### src/rtl/pweq_port_ctrl_regs.vh
// register map, field positions, reset values and codes of the per-port
// drop and egress queue control bank; definitions only
`ifndef PWEQ_PORT_CTRL_REGS_VH
`define PWEQ_PORT_CTRL_REGS_VH

// ==========================================
// byte addresses inside the port's 4 kB window
`define PWEQ_ADDR_POLICE_CTRL     12'h80c
`define PWEQ_ADDR_PM_THRESHOLDS   12'h830
`define PWEQ_ADDR_PM_MULT_AVG     12'h834
`define PWEQ_ADDR_Q_THRESHOLDS    12'h840
`define PWEQ_ADDR_Q_MULT_AVG      12'h844
`define PWEQ_ADDR_Q_MON_CTRL      12'h848
`define PWEQ_ADDR_Q_SELECT        12'h900
`define PWEQ_ADDR_VID_SWAP        12'h904
`define PWEQ_ADDR_SCHED_SHAPER    12'h914

// ==========================================
// field positions
`define PWEQ_HI_MSB               26
`define PWEQ_HI_LSB               16
`define PWEQ_LO_MSB               10
`define PWEQ_LO_LSB               0
`define PWEQ_BIT_RAND_DROP_EN     31
`define PWEQ_BIT_FLUSH            30
`define PWEQ_BIT_ALL_COLOR_OFF    29
`define PWEQ_BIT_UPPER_COLOR_OFF  28
`define PWEQ_BIT_RED_OFF          27
`define PWEQ_BIT_DROP_ALL         26
`define PWEQ_CNT_MSB              23
`define PWEQ_IDX_BYTE3_MSB        25
`define PWEQ_IDX_BYTE3_LSB        24
`define PWEQ_SCHED_MSB            7
`define PWEQ_SCHED_LSB            6
`define PWEQ_SHAPER_MSB           5
`define PWEQ_SHAPER_LSB           4
`define PWEQ_WEIGHT_MSB           14
`define PWEQ_WEIGHT_LSB           8
`define PWEQ_STRB_BYTE3_ONLY      4'h8

// ==========================================
// reset values
`define PWEQ_RST_PM_MAX           11'h400
`define PWEQ_RST_PM_MIN           11'h080
`define PWEQ_RST_PM_MULT          11'h020
`define PWEQ_RST_Q_MAX            11'h080
`define PWEQ_RST_Q_MIN            11'h009
`define PWEQ_RST_Q_MULT           11'h010
`define PWEQ_RST_SCHED            2'h2
`define PWEQ_RST_SHAPER           2'h0
`define PWEQ_RST_WEIGHT           7'h01

// ==========================================
// codes
`define PWEQ_SCHED_STRICT         2'h0
`define PWEQ_SCHED_ROTATION       2'h2
`define PWEQ_COLOR_GREEN          2'h0
`define PWEQ_COLOR_YELLOW         2'h1
`define PWEQ_COLOR_RED            2'h2
`define PWEQ_NUMQ_ONE             2'h0
`define PWEQ_NUMQ_TWO             2'h1
`define PWEQ_MASK_ONE             4'h1
`define PWEQ_MASK_TWO             4'h3
`define PWEQ_MASK_FOUR            4'hf
`define PWEQ_PROB_SHIFT           7

`endif

### src/rtl/pweq_port_ctrl.v
// per-port random early drop, monitor counter and egress queue control
// assumes an apb master on the same clock and a switch datapath on the
// same clock that feeds averages, event pulses and drop checks
//
// Added by the designer: the APB slave port.
`timescale 1ns/100ps
`default_nettype none
`include "pweq_port_ctrl_regs.vh"

module pweq_port_ctrl
#(
  parameter NQ = 4
)
(
  input  wire                 clock,
  input  wire                 rst_n,
  input  wire                 psel,
  input  wire                 penable,
  input  wire                 pwrite,
  input  wire [11:0]          paddr,
  input  wire [31:0]          pwdata,
  input  wire [3:0]           pstrb,
  output wire [31:0]          prdata,
  output wire                 pready,
  output wire                 pslverr,
  input  wire [10:0]          pmAvgSize,
  input  wire [11*NQ-1:0]     qAvgSize,
  input  wire [NQ-1:0]        pktEvent,
  input  wire                 chkValid,
  input  wire [1:0]           chkQueue,
  input  wire [1:0]           chkColor,
  input  wire [10:0]          chkRand,
  output wire                 dropValid,
  output wire                 dropPkt,
  input  wire [1:0]           txNumQueues,
  input  wire [NQ-1:0]        qNotEmpty,
  input  wire                 txPick,
  output wire                 grantValid,
  output wire [1:0]           grantQueue,
  output wire [2*NQ-1:0]      shaperMode,
  output wire                 vidSwapEn
);

  // ==========================================
  // state
  reg  [31:0] prdata_r;
  reg         pready_r;
  reg         pslverr_r;
  reg         policeEn_r;
  reg  [10:0] pmMax_r;
  reg  [10:0] pmMin_r;
  reg  [10:0] pmMult_r;
  reg  [10:0] qMax_r    [0:NQ-1];
  reg  [10:0] qMin_r    [0:NQ-1];
  reg  [10:0] qMult_r   [0:NQ-1];
  reg  [1:0]  sched_r   [0:NQ-1];
  reg  [1:0]  shaper_r  [0:NQ-1];
  reg  [6:0]  weight_r  [0:NQ-1];
  reg  [23:0] evCnt_r   [0:NQ-1];
  reg         randDropEn_r;
  reg         flushBit_r;
  reg         allColorOff_r;
  reg         upperColorOff_r;
  reg         redOff_r;
  reg         dropAll_r;
  reg  [1:0]  qIdx_r;
  reg         vidSwap_r;
  reg         dropValid_r;
  reg         dropPkt_r;
  reg         grantValid_r;
  reg  [1:0]  grantQueue_r;
  reg  [1:0]  curQ_r;
  reg  [6:0]  sent_r;
  integer     i;

  // ==========================================
  // byte-lane merge so partial writes keep the untouched lanes
  function [31:0] mergeLanes;
    input [31:0] old;
    input [31:0] wd;
    input [3:0]  st;
    integer k;
    begin
      for (k = 0; k < 4; k = k + 1)
        mergeLanes[8*k +: 8] = st[k] ? wd[8*k +: 8] : old[8*k +: 8];
    end
  endfunction

  // ==========================================
  // apb decode
  wire        accPhase = psel & penable;
  wire        wrEn     = accPhase & pready_r & pwrite;
  wire [11:0] wAddr    = {paddr[11:2], 2'h0};
  wire [10:0] qAvgSel  = qAvgSize[11*qIdx_r +: 11];

  wire [31:0] pmThrWord = {5'h0, pmMax_r, 5'h0, pmMin_r};
  wire [31:0] pmMulWord = {5'h0, pmMult_r, 5'h0, pmAvgSize};
  wire [31:0] qThrWord  = {5'h0, qMax_r[qIdx_r], 5'h0, qMin_r[qIdx_r]};
  wire [31:0] qMulWord  = {5'h0, qMult_r[qIdx_r], 5'h0, qAvgSel};
  wire [31:0] monWord   = {randDropEn_r, flushBit_r, allColorOff_r,
                           upperColorOff_r, redOff_r, dropAll_r, 2'h0,
                           evCnt_r[qIdx_r]};
  wire [31:0] selWord   = {6'h0, qIdx_r, 22'h0, qIdx_r};
  wire [31:0] vidWord   = {31'h0, vidSwap_r};
  wire [31:0] schWord   = {17'h0, weight_r[qIdx_r], sched_r[qIdx_r],
                           shaper_r[qIdx_r], 4'h0};

  reg  [31:0] rdWord;
  reg         hit;
  always @*
  begin
    rdWord = 32'h0;
    hit    = 1'b1;
    if (wAddr == `PWEQ_ADDR_POLICE_CTRL)
      rdWord = {31'h0, policeEn_r};
    else if (wAddr == `PWEQ_ADDR_PM_THRESHOLDS)
      rdWord = pmThrWord;
    else if (wAddr == `PWEQ_ADDR_PM_MULT_AVG)
      rdWord = pmMulWord;
    else if (wAddr == `PWEQ_ADDR_Q_THRESHOLDS)
      rdWord = qThrWord;
    else if (wAddr == `PWEQ_ADDR_Q_MULT_AVG)
      rdWord = qMulWord;
    else if (wAddr == `PWEQ_ADDR_Q_MON_CTRL)
      rdWord = monWord;
    else if (wAddr == `PWEQ_ADDR_Q_SELECT)
      rdWord = selWord;
    else if (wAddr == `PWEQ_ADDR_VID_SWAP)
      rdWord = vidWord;
    else if (wAddr == `PWEQ_ADDR_SCHED_SHAPER)
      rdWord = schWord;
    else
      hit = 1'b0;
  end

  wire [31:0] pmThrNxt = mergeLanes(pmThrWord, pwdata, pstrb);
  wire [31:0] pmMulNxt = mergeLanes(pmMulWord, pwdata, pstrb);
  wire [31:0] qThrNxt  = mergeLanes(qThrWord, pwdata, pstrb);
  wire [31:0] qMulNxt  = mergeLanes(qMulWord, pwdata, pstrb);
  wire [31:0] monNxt   = mergeLanes(monWord, pwdata, pstrb);
  wire [31:0] schNxt   = mergeLanes(schWord, pwdata, pstrb);

  wire wrMon    = wrEn & (wAddr == `PWEQ_ADDR_Q_MON_CTRL);
  // only a 0 to 1 step of the stored bit flushes
  wire flushHit = wrMon & monNxt[`PWEQ_BIT_FLUSH] & ~flushBit_r;

  // ==========================================
  // apb answer: one wait state so read data leaves a flip-flop
  always @(posedge clock)
  begin
    if (!rst_n)
    begin
      pready_r  <= 1'b0;
      prdata_r  <= 32'h0;
      pslverr_r <= 1'b0;
    end
    else
    begin
      pready_r  <= accPhase & ~pready_r;
      pslverr_r <= accPhase & ~pready_r & ~hit;
      if (accPhase & ~pready_r & ~pwrite)
        prdata_r <= rdWord;
      else
        prdata_r <= 32'h0;
    end
  end

  // ==========================================
  // register writes
  always @(posedge clock)
  begin
    if (!rst_n)
    begin
      policeEn_r      <= 1'b0;
      pmMax_r         <= `PWEQ_RST_PM_MAX;
      pmMin_r         <= `PWEQ_RST_PM_MIN;
      pmMult_r        <= `PWEQ_RST_PM_MULT;
      randDropEn_r    <= 1'b0;
      flushBit_r      <= 1'b0;
      allColorOff_r   <= 1'b0;
      upperColorOff_r <= 1'b0;
      redOff_r        <= 1'b0;
      dropAll_r       <= 1'b0;
      qIdx_r          <= 2'h0;
      vidSwap_r       <= 1'b0;
      for (i = 0; i < NQ; i = i + 1)
      begin
        qMax_r[i]   <= `PWEQ_RST_Q_MAX;
        qMin_r[i]   <= `PWEQ_RST_Q_MIN;
        qMult_r[i]  <= `PWEQ_RST_Q_MULT;
        sched_r[i]  <= `PWEQ_RST_SCHED;
        shaper_r[i] <= `PWEQ_RST_SHAPER;
        weight_r[i] <= `PWEQ_RST_WEIGHT;
      end
    end
    else if (wrEn)
    begin
      if (wAddr == `PWEQ_ADDR_POLICE_CTRL && pstrb[0])
        policeEn_r <= pwdata[0];
      else if (wAddr == `PWEQ_ADDR_PM_THRESHOLDS)
      begin
        pmMax_r <= pmThrNxt[`PWEQ_HI_MSB:`PWEQ_HI_LSB];
        pmMin_r <= pmThrNxt[`PWEQ_LO_MSB:`PWEQ_LO_LSB];
      end
      else if (wAddr == `PWEQ_ADDR_PM_MULT_AVG)
        pmMult_r <= pmMulNxt[`PWEQ_HI_MSB:`PWEQ_HI_LSB];
      else if (wAddr == `PWEQ_ADDR_Q_THRESHOLDS)
      begin
        qMax_r[qIdx_r] <= qThrNxt[`PWEQ_HI_MSB:`PWEQ_HI_LSB];
        qMin_r[qIdx_r] <= qThrNxt[`PWEQ_LO_MSB:`PWEQ_LO_LSB];
      end
      else if (wAddr == `PWEQ_ADDR_Q_MULT_AVG)
        qMult_r[qIdx_r] <= qMulNxt[`PWEQ_HI_MSB:`PWEQ_HI_LSB];
      else if (wAddr == `PWEQ_ADDR_Q_MON_CTRL)
      begin
        randDropEn_r    <= monNxt[`PWEQ_BIT_RAND_DROP_EN];
        flushBit_r      <= monNxt[`PWEQ_BIT_FLUSH];
        allColorOff_r   <= monNxt[`PWEQ_BIT_ALL_COLOR_OFF];
        upperColorOff_r <= monNxt[`PWEQ_BIT_UPPER_COLOR_OFF];
        redOff_r        <= monNxt[`PWEQ_BIT_RED_OFF];
        dropAll_r       <= monNxt[`PWEQ_BIT_DROP_ALL];
      end
      else if (wAddr == `PWEQ_ADDR_Q_SELECT)
      begin
        if (pstrb == `PWEQ_STRB_BYTE3_ONLY)
          qIdx_r <= pwdata[`PWEQ_IDX_BYTE3_MSB:`PWEQ_IDX_BYTE3_LSB];
        else if (pstrb[0])
          qIdx_r <= pwdata[1:0];
      end
      else if (wAddr == `PWEQ_ADDR_VID_SWAP && pstrb[0])
        vidSwap_r <= pwdata[0];
      else if (wAddr == `PWEQ_ADDR_SCHED_SHAPER)
      begin
        sched_r[qIdx_r]  <= schNxt[`PWEQ_SCHED_MSB:`PWEQ_SCHED_LSB];
        shaper_r[qIdx_r] <= schNxt[`PWEQ_SHAPER_MSB:`PWEQ_SHAPER_LSB];
        weight_r[qIdx_r] <= schNxt[`PWEQ_WEIGHT_MSB:`PWEQ_WEIGHT_LSB];
      end
    end
  end

  // ==========================================
  // packet event counters; an event in the flush cycle counts from zero
  always @(posedge clock)
  begin
    if (!rst_n)
    begin
      for (i = 0; i < NQ; i = i + 1)
        evCnt_r[i] <= 24'h0;
    end
    else
    begin
      for (i = 0; i < NQ; i = i + 1)
      begin
        if (flushHit)
          evCnt_r[i] <= {23'h0, pktEvent[i]};
        else if (pktEvent[i])
          evCnt_r[i] <= evCnt_r[i] + 24'h1;
      end
    end
  end

  // ==========================================
  // drop decision, answered one clock after chkValid
  wire [10:0] cAvg  = qAvgSize[11*chkQueue +: 11];
  wire [10:0] cMax  = qMax_r[chkQueue];
  wire [10:0] cMin  = qMin_r[chkQueue];
  wire [10:0] cDiff = cAvg - cMin;
  wire [21:0] cProd = cDiff * qMult_r[chkQueue];
  wire [10:0] pDiff = pmAvgSize - pmMin_r;
  wire [21:0] pProd = pDiff * pmMult_r;
  // probability scaled down; anything beyond 11 bits saturates to always
  wire [21:0] cScl  = cProd >> `PWEQ_PROB_SHIFT;
  wire [21:0] pScl  = pProd >> `PWEQ_PROB_SHIFT;
  wire        cProb = (|cScl[21:11]) | (chkRand < cScl[10:0]);
  wire        pProb = (|pScl[21:11]) | (chkRand < pScl[10:0]);

  reg colorOff;
  reg qDrop;
  reg pmDrop;
  always @*
  begin
    colorOff = allColorOff_r;
    if (chkColor == `PWEQ_COLOR_YELLOW || chkColor == `PWEQ_COLOR_RED)
      colorOff = colorOff | upperColorOff_r;
    if (chkColor == `PWEQ_COLOR_RED)
      colorOff = colorOff | redOff_r;
    qDrop = 1'b0;
    if (cAvg > cMax)
      qDrop = dropAll_r | cProb;
    else if (cAvg > cMin)
      qDrop = cProb;
    pmDrop = 1'b0;
    if (pmAvgSize > pmMax_r)
      pmDrop = 1'b1;
    else if (pmAvgSize > pmMin_r)
      pmDrop = pProb;
  end

  always @(posedge clock)
  begin
    if (!rst_n)
    begin
      dropValid_r <= 1'b0;
      dropPkt_r   <= 1'b0;
    end
    else
    begin
      dropValid_r <= chkValid;
      dropPkt_r   <= chkValid & policeEn_r & randDropEn_r & ~colorOff
                     & (qDrop | pmDrop);
    end
  end

  // ==========================================
  // egress scheduler; port-wide mode follows queue 0's setting
  reg  [3:0] actMask;
  always @*
  begin
    if (txNumQueues == `PWEQ_NUMQ_ONE)
      actMask = `PWEQ_MASK_ONE;
    else if (txNumQueues == `PWEQ_NUMQ_TWO)
      actMask = `PWEQ_MASK_TWO;
    else
      actMask = `PWEQ_MASK_FOUR;
  end

  // queues NQ and above never become eligible
  reg  [3:0] elig;
  integer    e;
  always @*
  begin
    elig = 4'h0;
    for (e = 0; e < NQ; e = e + 1)
      elig[e] = qNotEmpty[e] & actMask[e];
  end
  wire       multiQ = (txNumQueues != `PWEQ_NUMQ_ONE);
  wire       strict = (sched_r[0] == `PWEQ_SCHED_STRICT);

  reg        pickOk;
  reg  [1:0] pickQ;
  reg        nextOk;
  reg  [1:0] nextQ;
  reg  [1:0] cand;
  integer    k;
  always @*
  begin
    pickOk = 1'b0;
    pickQ  = 2'h0;
    for (k = 0; k < 4; k = k + 1)
      if (elig[k])
      begin
        pickOk = 1'b1;
        pickQ  = k[1:0];
      end
    nextOk = 1'b0;
    nextQ  = curQ_r;
    cand   = curQ_r;
    for (k = 1; k < 5; k = k + 1)
    begin
      cand = curQ_r - k[1:0];
      if (!nextOk && elig[cand])
      begin
        nextOk = 1'b1;
        nextQ  = cand;
      end
    end
  end

  // reserved mode codes fall back to the rotation; a zero weight still
  // lets one packet through so the queue cannot starve the rotation
  wire stay = elig[curQ_r] & (sent_r < weight_r[curQ_r]);

  always @(posedge clock)
  begin
    if (!rst_n)
    begin
      grantValid_r <= 1'b0;
      grantQueue_r <= 2'h0;
      curQ_r       <= 2'h0;
      sent_r       <= 7'h0;
    end
    else if (txPick)
    begin
      if (!multiQ)
      begin
        grantValid_r <= elig[0];
        grantQueue_r <= 2'h0;
      end
      else if (strict)
      begin
        grantValid_r <= pickOk;
        grantQueue_r <= pickQ;
      end
      else if (stay)
      begin
        grantValid_r <= 1'b1;
        grantQueue_r <= curQ_r;
        sent_r       <= sent_r + 7'h1;
      end
      else
      begin
        grantValid_r <= nextOk;
        grantQueue_r <= nextQ;
        curQ_r       <= nextQ;
        sent_r       <= {6'h0, nextOk};
      end
    end
    else
      grantValid_r <= 1'b0;
  end

  // ==========================================
  // outputs
  genvar g;
  generate
    for (g = 0; g < NQ; g = g + 1)
    begin : gShaper
      assign shaperMode[2*g +: 2] = shaper_r[g];
    end
  endgenerate

  assign prdata     = prdata_r;
  assign pready     = pready_r;
  assign pslverr    = pslverr_r;
  assign dropValid  = dropValid_r;
  assign dropPkt    = dropPkt_r;
  assign grantValid = grantValid_r;
  assign grantQueue = grantQueue_r;
  assign vidSwapEn  = vidSwap_r;

endmodule // pweq_port_ctrl
`default_nettype wire

### config.mk
export PLATFORM = sky130hd
export DESIGN_NAME = pweq_port_ctrl
export DESIGN_NICKNAME = d
export VERILOG_FILES = /design/src/rtl/pweq_port_ctrl.v
export VERILOG_INCLUDE_DIRS = /design/src /design/src/rtl
export SDC_FILE = /design/constraint.sdc
export NUM_CORES = 1
export LEC_CHECK = 0
export BUFFER_PORTS_ARGS = -buffer_cell sky130_fd_sc_hd__buf_4
export CAP_MARGIN = 20
export CELL_PAD_IN_SITES_DETAIL_PLACEMENT = 1
export CELL_PAD_IN_SITES_GLOBAL_PLACEMENT = 1
export CORE_MARGIN = 3
export CORE_UTILIZATION = 51
export CTS_BUF_LIST = sky130_fd_sc_hd__clkbuf_2
export CTS_CLUSTER_DIAMETER = 200
export DETAILED_ROUTE_END_ITERATION = 6
export PLACE_DENSITY = 0.93
export SETUP_SLACK_MARGIN = 0.2
export SKIP_LAST_GASP = 1
export SLEW_MARGIN = 25
export SYNTH_ARGS = -nofsm -noshare
export SYNTH_HDL_FRONTEND = slang
export SYNTH_SLANG_ARGS = --single-unit
### constraint.sdc
create_clock -name clock -period 12.9 [get_ports clock]
set_input_delay 1.935 -clock clock [delete_from_list [all_inputs] [get_ports clock]]
set_output_delay 1.935 -clock clock [all_outputs]
set_load 0.01 [all_outputs]
==> metrics.txt <==
status completed; chip width 243.7 um; GRT busiest layer met2; mux share of post-synthesis cell area 0.1352; Crit Path Max Fanout 21; CP most frequent cell fa_1; PortBufs 179; CTS Buf Count 95; Post-synth EDFFs 272; cell taking the most area after synthesis edfxtp_1; CTS H-Tree Depth 3; worst-margin pin slew about 1100 ps; cell-internal power around 3300 uW; antenna violations before repair 6; post-DR wirelength/cell ~27 um; worst setup path category primary input to flip-flop; Final HPWL DP 78180 um; first-pass GRT wire length 155400 um; Final Wtd Congestion 0.9105; Iter 0 DRT Violations 2606; RSZ-0062 raised after global routing no; Sink Count 367; R2R Setup Slk 2990 ps; starting density of the core 0.5189; hold crit path type flip-flop to flip-flop; top-area cell type share of the netlist area 0.2835; RR Endpoint dropPkt; die extent in y between 200 and 250 um; setup TNS 0 ps; Final Setup Violations 0; Critical Path RT approximately 14000 ps; skew final 116.2 ps; CTS tree done; Max Root-Sink Buffers 3; CTS Root Buffer Type clkbuf_2; fin nets 3486; worst skew pair latency 1150 ps; hold-fix buffers at CTS 0; Power per Cell Area 192.7 nW/um^2; Initial DRT Pass Iterations 5; area grow syn2layout 10.43%; Max Cap Viol 0; largest family of logic cells by synthesized area adder cells; Synth area leaders edfxtp_1, fa_1, mux4_2; Worst IR Drop VDD 0.0004377 V; R2R depth 41; Inst Count DP 3652; Gates resized, CTS repair 0; Avg Inst Size Synth between 10 and 15 sq um; Post-Syn Area a little under 30000 sq um; CP max stage delay around 580 ps; Worst slew margin 0.2814; Gate power share 0.631; GRT overflow 0; met3 Usage GRT 0.06494; Yosys reg bits 367; CP Launch Type primary input; r2r startpoint pmMin_r[2]; Area after DPL 30830 sq um; ys async rst share 0; share of power burned in registers 0.220; max-slew violations 0; Reg clk slew, reported paths 130 ps; Rows 86; Peak Freq 0.09254 GHz; Synth Area in XOR/XNOR 0.03952; switching part of the total 0.4634; CP Capture Type flip-flop; setup repair bufs after CTS 0; WL final 101900 um; GRT Overall Usage 0.3409; via count about 24000; Synth Warn # 0; Crit-path slowest cell mux4_2; vias in the first global route 26487; via/cell ratio 6.327; count of cell types in the netlist between 70 and 80; period utilization 0.8377; Final min period 10810 ps; die area 59380 sq um; non-filler instance count after layout 3832; post-route ant nets 0; Post-synth top flop edfxtp_1; I/O pins 183; DRC viols 0; CP endpoint dropPkt; met1 Usage GRT 0.3969; syn nets 3308; share of layout cells above drive strength 1 0.1693; Mapped Cells 2823; Core Area 55520 sq um; Synth Area in Compound Gates 0.06601; Core Util, Final 0.5730; register area share after synthesis 0.3495; P_sw 2841 uW; Setup crit start chkQueue[0]; final hold violations 0; largest net degree at the start of global routing 62; Clock power frac 0.149; Lkg Pwr 0.01320 uW; M2 GR Usage 0.5823; fin area 31820 sq um; Worst EP arrival 11770 ps; Simple-Gate Fraction of Synth Area 0.1631; Post-Synth Adder-Cell Area 0.1937
-- cells by family (layout without fill, tap and decap cells) --
group                      Yosys count  in the layout
AOI/OAI and AO/OA                  294            294
xor gates and xnor gates           130            130
adders and majority gates          350            350
buffers and inverters              405            660
DFF                                367            367
muxes                              233            233
other                                0              6
and+or+nand+nor                   1044           1044
-- per-stage QoR --
| step | total power [uW] | setup WS [ps] | hold WS (ps) |
|---|---|---|---|
| 6_report | 6131 | 2094 | 474.1 |
| 5_1_grt | 6673 | 1556 | 512.6 |
| 4_1_cts | 6134 | 2153 | 491.9 |
| 3_5_place_dp | 5206 | 1003 | 483.9 |
| 3_3_place_gp | 4847 | 1452 | 456.8 |
| 2_1_floorplan | 4071 | 1269 | 437.5 |
-- layout by cell type, fill, tap and decap left out, types with 6 or more instances in the layout --
cell type / netlist / layout
a21boi_0: 25 / 25
mux2_2: 10 / 10
nor2b_1: 49 / 49
o211ai_1: 8 / 8
clkinv_2: 0 / 8
o21bai_1: 6 / 6
ha_1: 190 / 190
o21ai_0: 51 / 50
o21ai_1: 11 / 11
clkinv_1: 0 / 23
o22ai_1: 14 / 14
and3_1: 30 / 30
dfxtp_1: 95 / 93
and4_1: 6 / 6
mux2i_1: 99 / 99
nand3_1: 67 / 66
a21oi_1: 83 / 83
buf_4: 0 / 200
o21a_1: 12 / 12
diode_2: 0 / 6
and2_1: 49 / 49
a31oi_1: 7 / 7
or3_1: 14 / 14
nor3_1: 25 / 23
fa_1: 160 / 160
edfxtp_1: 272 / 272
nand4_1: 29 / 29
clkbuf_2: 0 / 136
xor2_1: 82 / 82
a21boi_1: 12 / 12
nand2_1: 328 / 325
xnor2_1: 48 / 47
nor2_1: 387 / 387
nand2b_1: 23 / 20
a21o_1: 17 / 17
mux4_2: 124 / 124
or2_2: 8 / 8
inv_1: 285 / 285
-- registers in the layout, indices dropped and copies added (netlist names), 2 cells and up, named ones only --
| register | count |
|---|---|
| shaper_r | 8 |
| evCnt_r | 96 |
| weight_r | 28 |
| grantQueue | 2 |
| pmMin_r | 11 |
| pmMax_r | 11 |
| sent_r | 7 |
| qMin_r | 44 |
| curQ_r | 2 |
| sched_r | 8 |
| qMax_r | 44 |
| qMult_r | 44 |
| qIdx_r | 2 |
| prdata | 32 |
| pmMult_r | 11 |
-- Yosys cell counts, types with 6 or more instances --
| master | n |
|---|---|
| buf_1 | 17 |
| or2_2 | 8 |
| xnor2_1 | 48 |
| dfxtp_1 | 95 |
| o21ai_0 | 51 |
| a21o_1 | 17 |
| o21ai_1 | 11 |
| a21boi_1 | 12 |
| and3_1 | 30 |
| nand4_1 | 29 |
| and4_1 | 6 |
| o211ai_1 | 8 |
| inv_1 | 285 |
| ha_1 | 190 |
| nor2b_1 | 49 |
| or3_1 | 14 |
| mux2i_1 | 99 |
| nor2_1 | 387 |
| nor3_1 | 25 |
| a21oi_1 | 83 |
| a21boi_0 | 25 |
| o22ai_1 | 14 |
| nand3_1 | 67 |
| fa_1 | 160 |
| o21bai_1 | 6 |
| xor2_1 | 82 |
| and2_1 | 49 |
| mux4_2 | 124 |
| clkbuf_1 | 97 |
| mux2_2 | 10 |
| edfxtp_1 | 272 |
| o21a_1 | 12 |
| nand2_1 | 328 |
| a31oi_1 | 7 |
| nand2b_1 | 23 |
-- routing by layer --
layer	share of wire	wire length, um
met1	0.35	35880
met2	0.49	49950
met3	0.086	8785
met4	0.071	7227
met5	0.00017	17
-- power groups by stage --
stage	registers (uW)	clock network, uW	logic, uW
finish	1350	914	3870
CTS	1340	915	3880
global placement	1360	0	3480
detailed placement	1370	0	3840
global route	1350	975	4350
floorplan	1350	0	2720
-- worst min path at each step --
| stage | start | endpoint | slack, ps | depth (start not counted) |
|---|---|---|---|---|
| 6_report | upperColorOff_r | prdata[28] | 470 | 2 |
| 5_1_grt | upperColorOff_r | prdata[28] | 510 | 2 |
| 4_1_cts | upperColorOff_r | prdata[28] | 490 | 2 |
| 3_5_place_dp | redOff_r | prdata[27] | 480 | 1 |
| 3_3_place_gp | pmMin_r[4] | pmMin_r[4] | 460 | 2 |
| 2_1_floorplan | upperColorOff_r | prdata[28] | 440 | 2 |
-- worst max-delay path: cells and delay by family --
family          cells  cell delay (ps)
fa+ha+maj           9             3950
compound gates     13             2750
simple gates        8             1470
buf+inv             7              900
mux                 1              580
xor+xnor            2              180
-- layout make-up --
cell class	count	area, sq um
Antenna cell	6	15.01
Clock buffer	136	680.7
Clock inverter	38	271.5
Fill cell	6196	23710
Inverter	286	1074
Multi-Input combinational cell	2051	17260
Sequential cell	367	10070
Tap cell	748	935.9
Timing Repair Buffer	200	1501
Power figures use the tool's default switching activity.
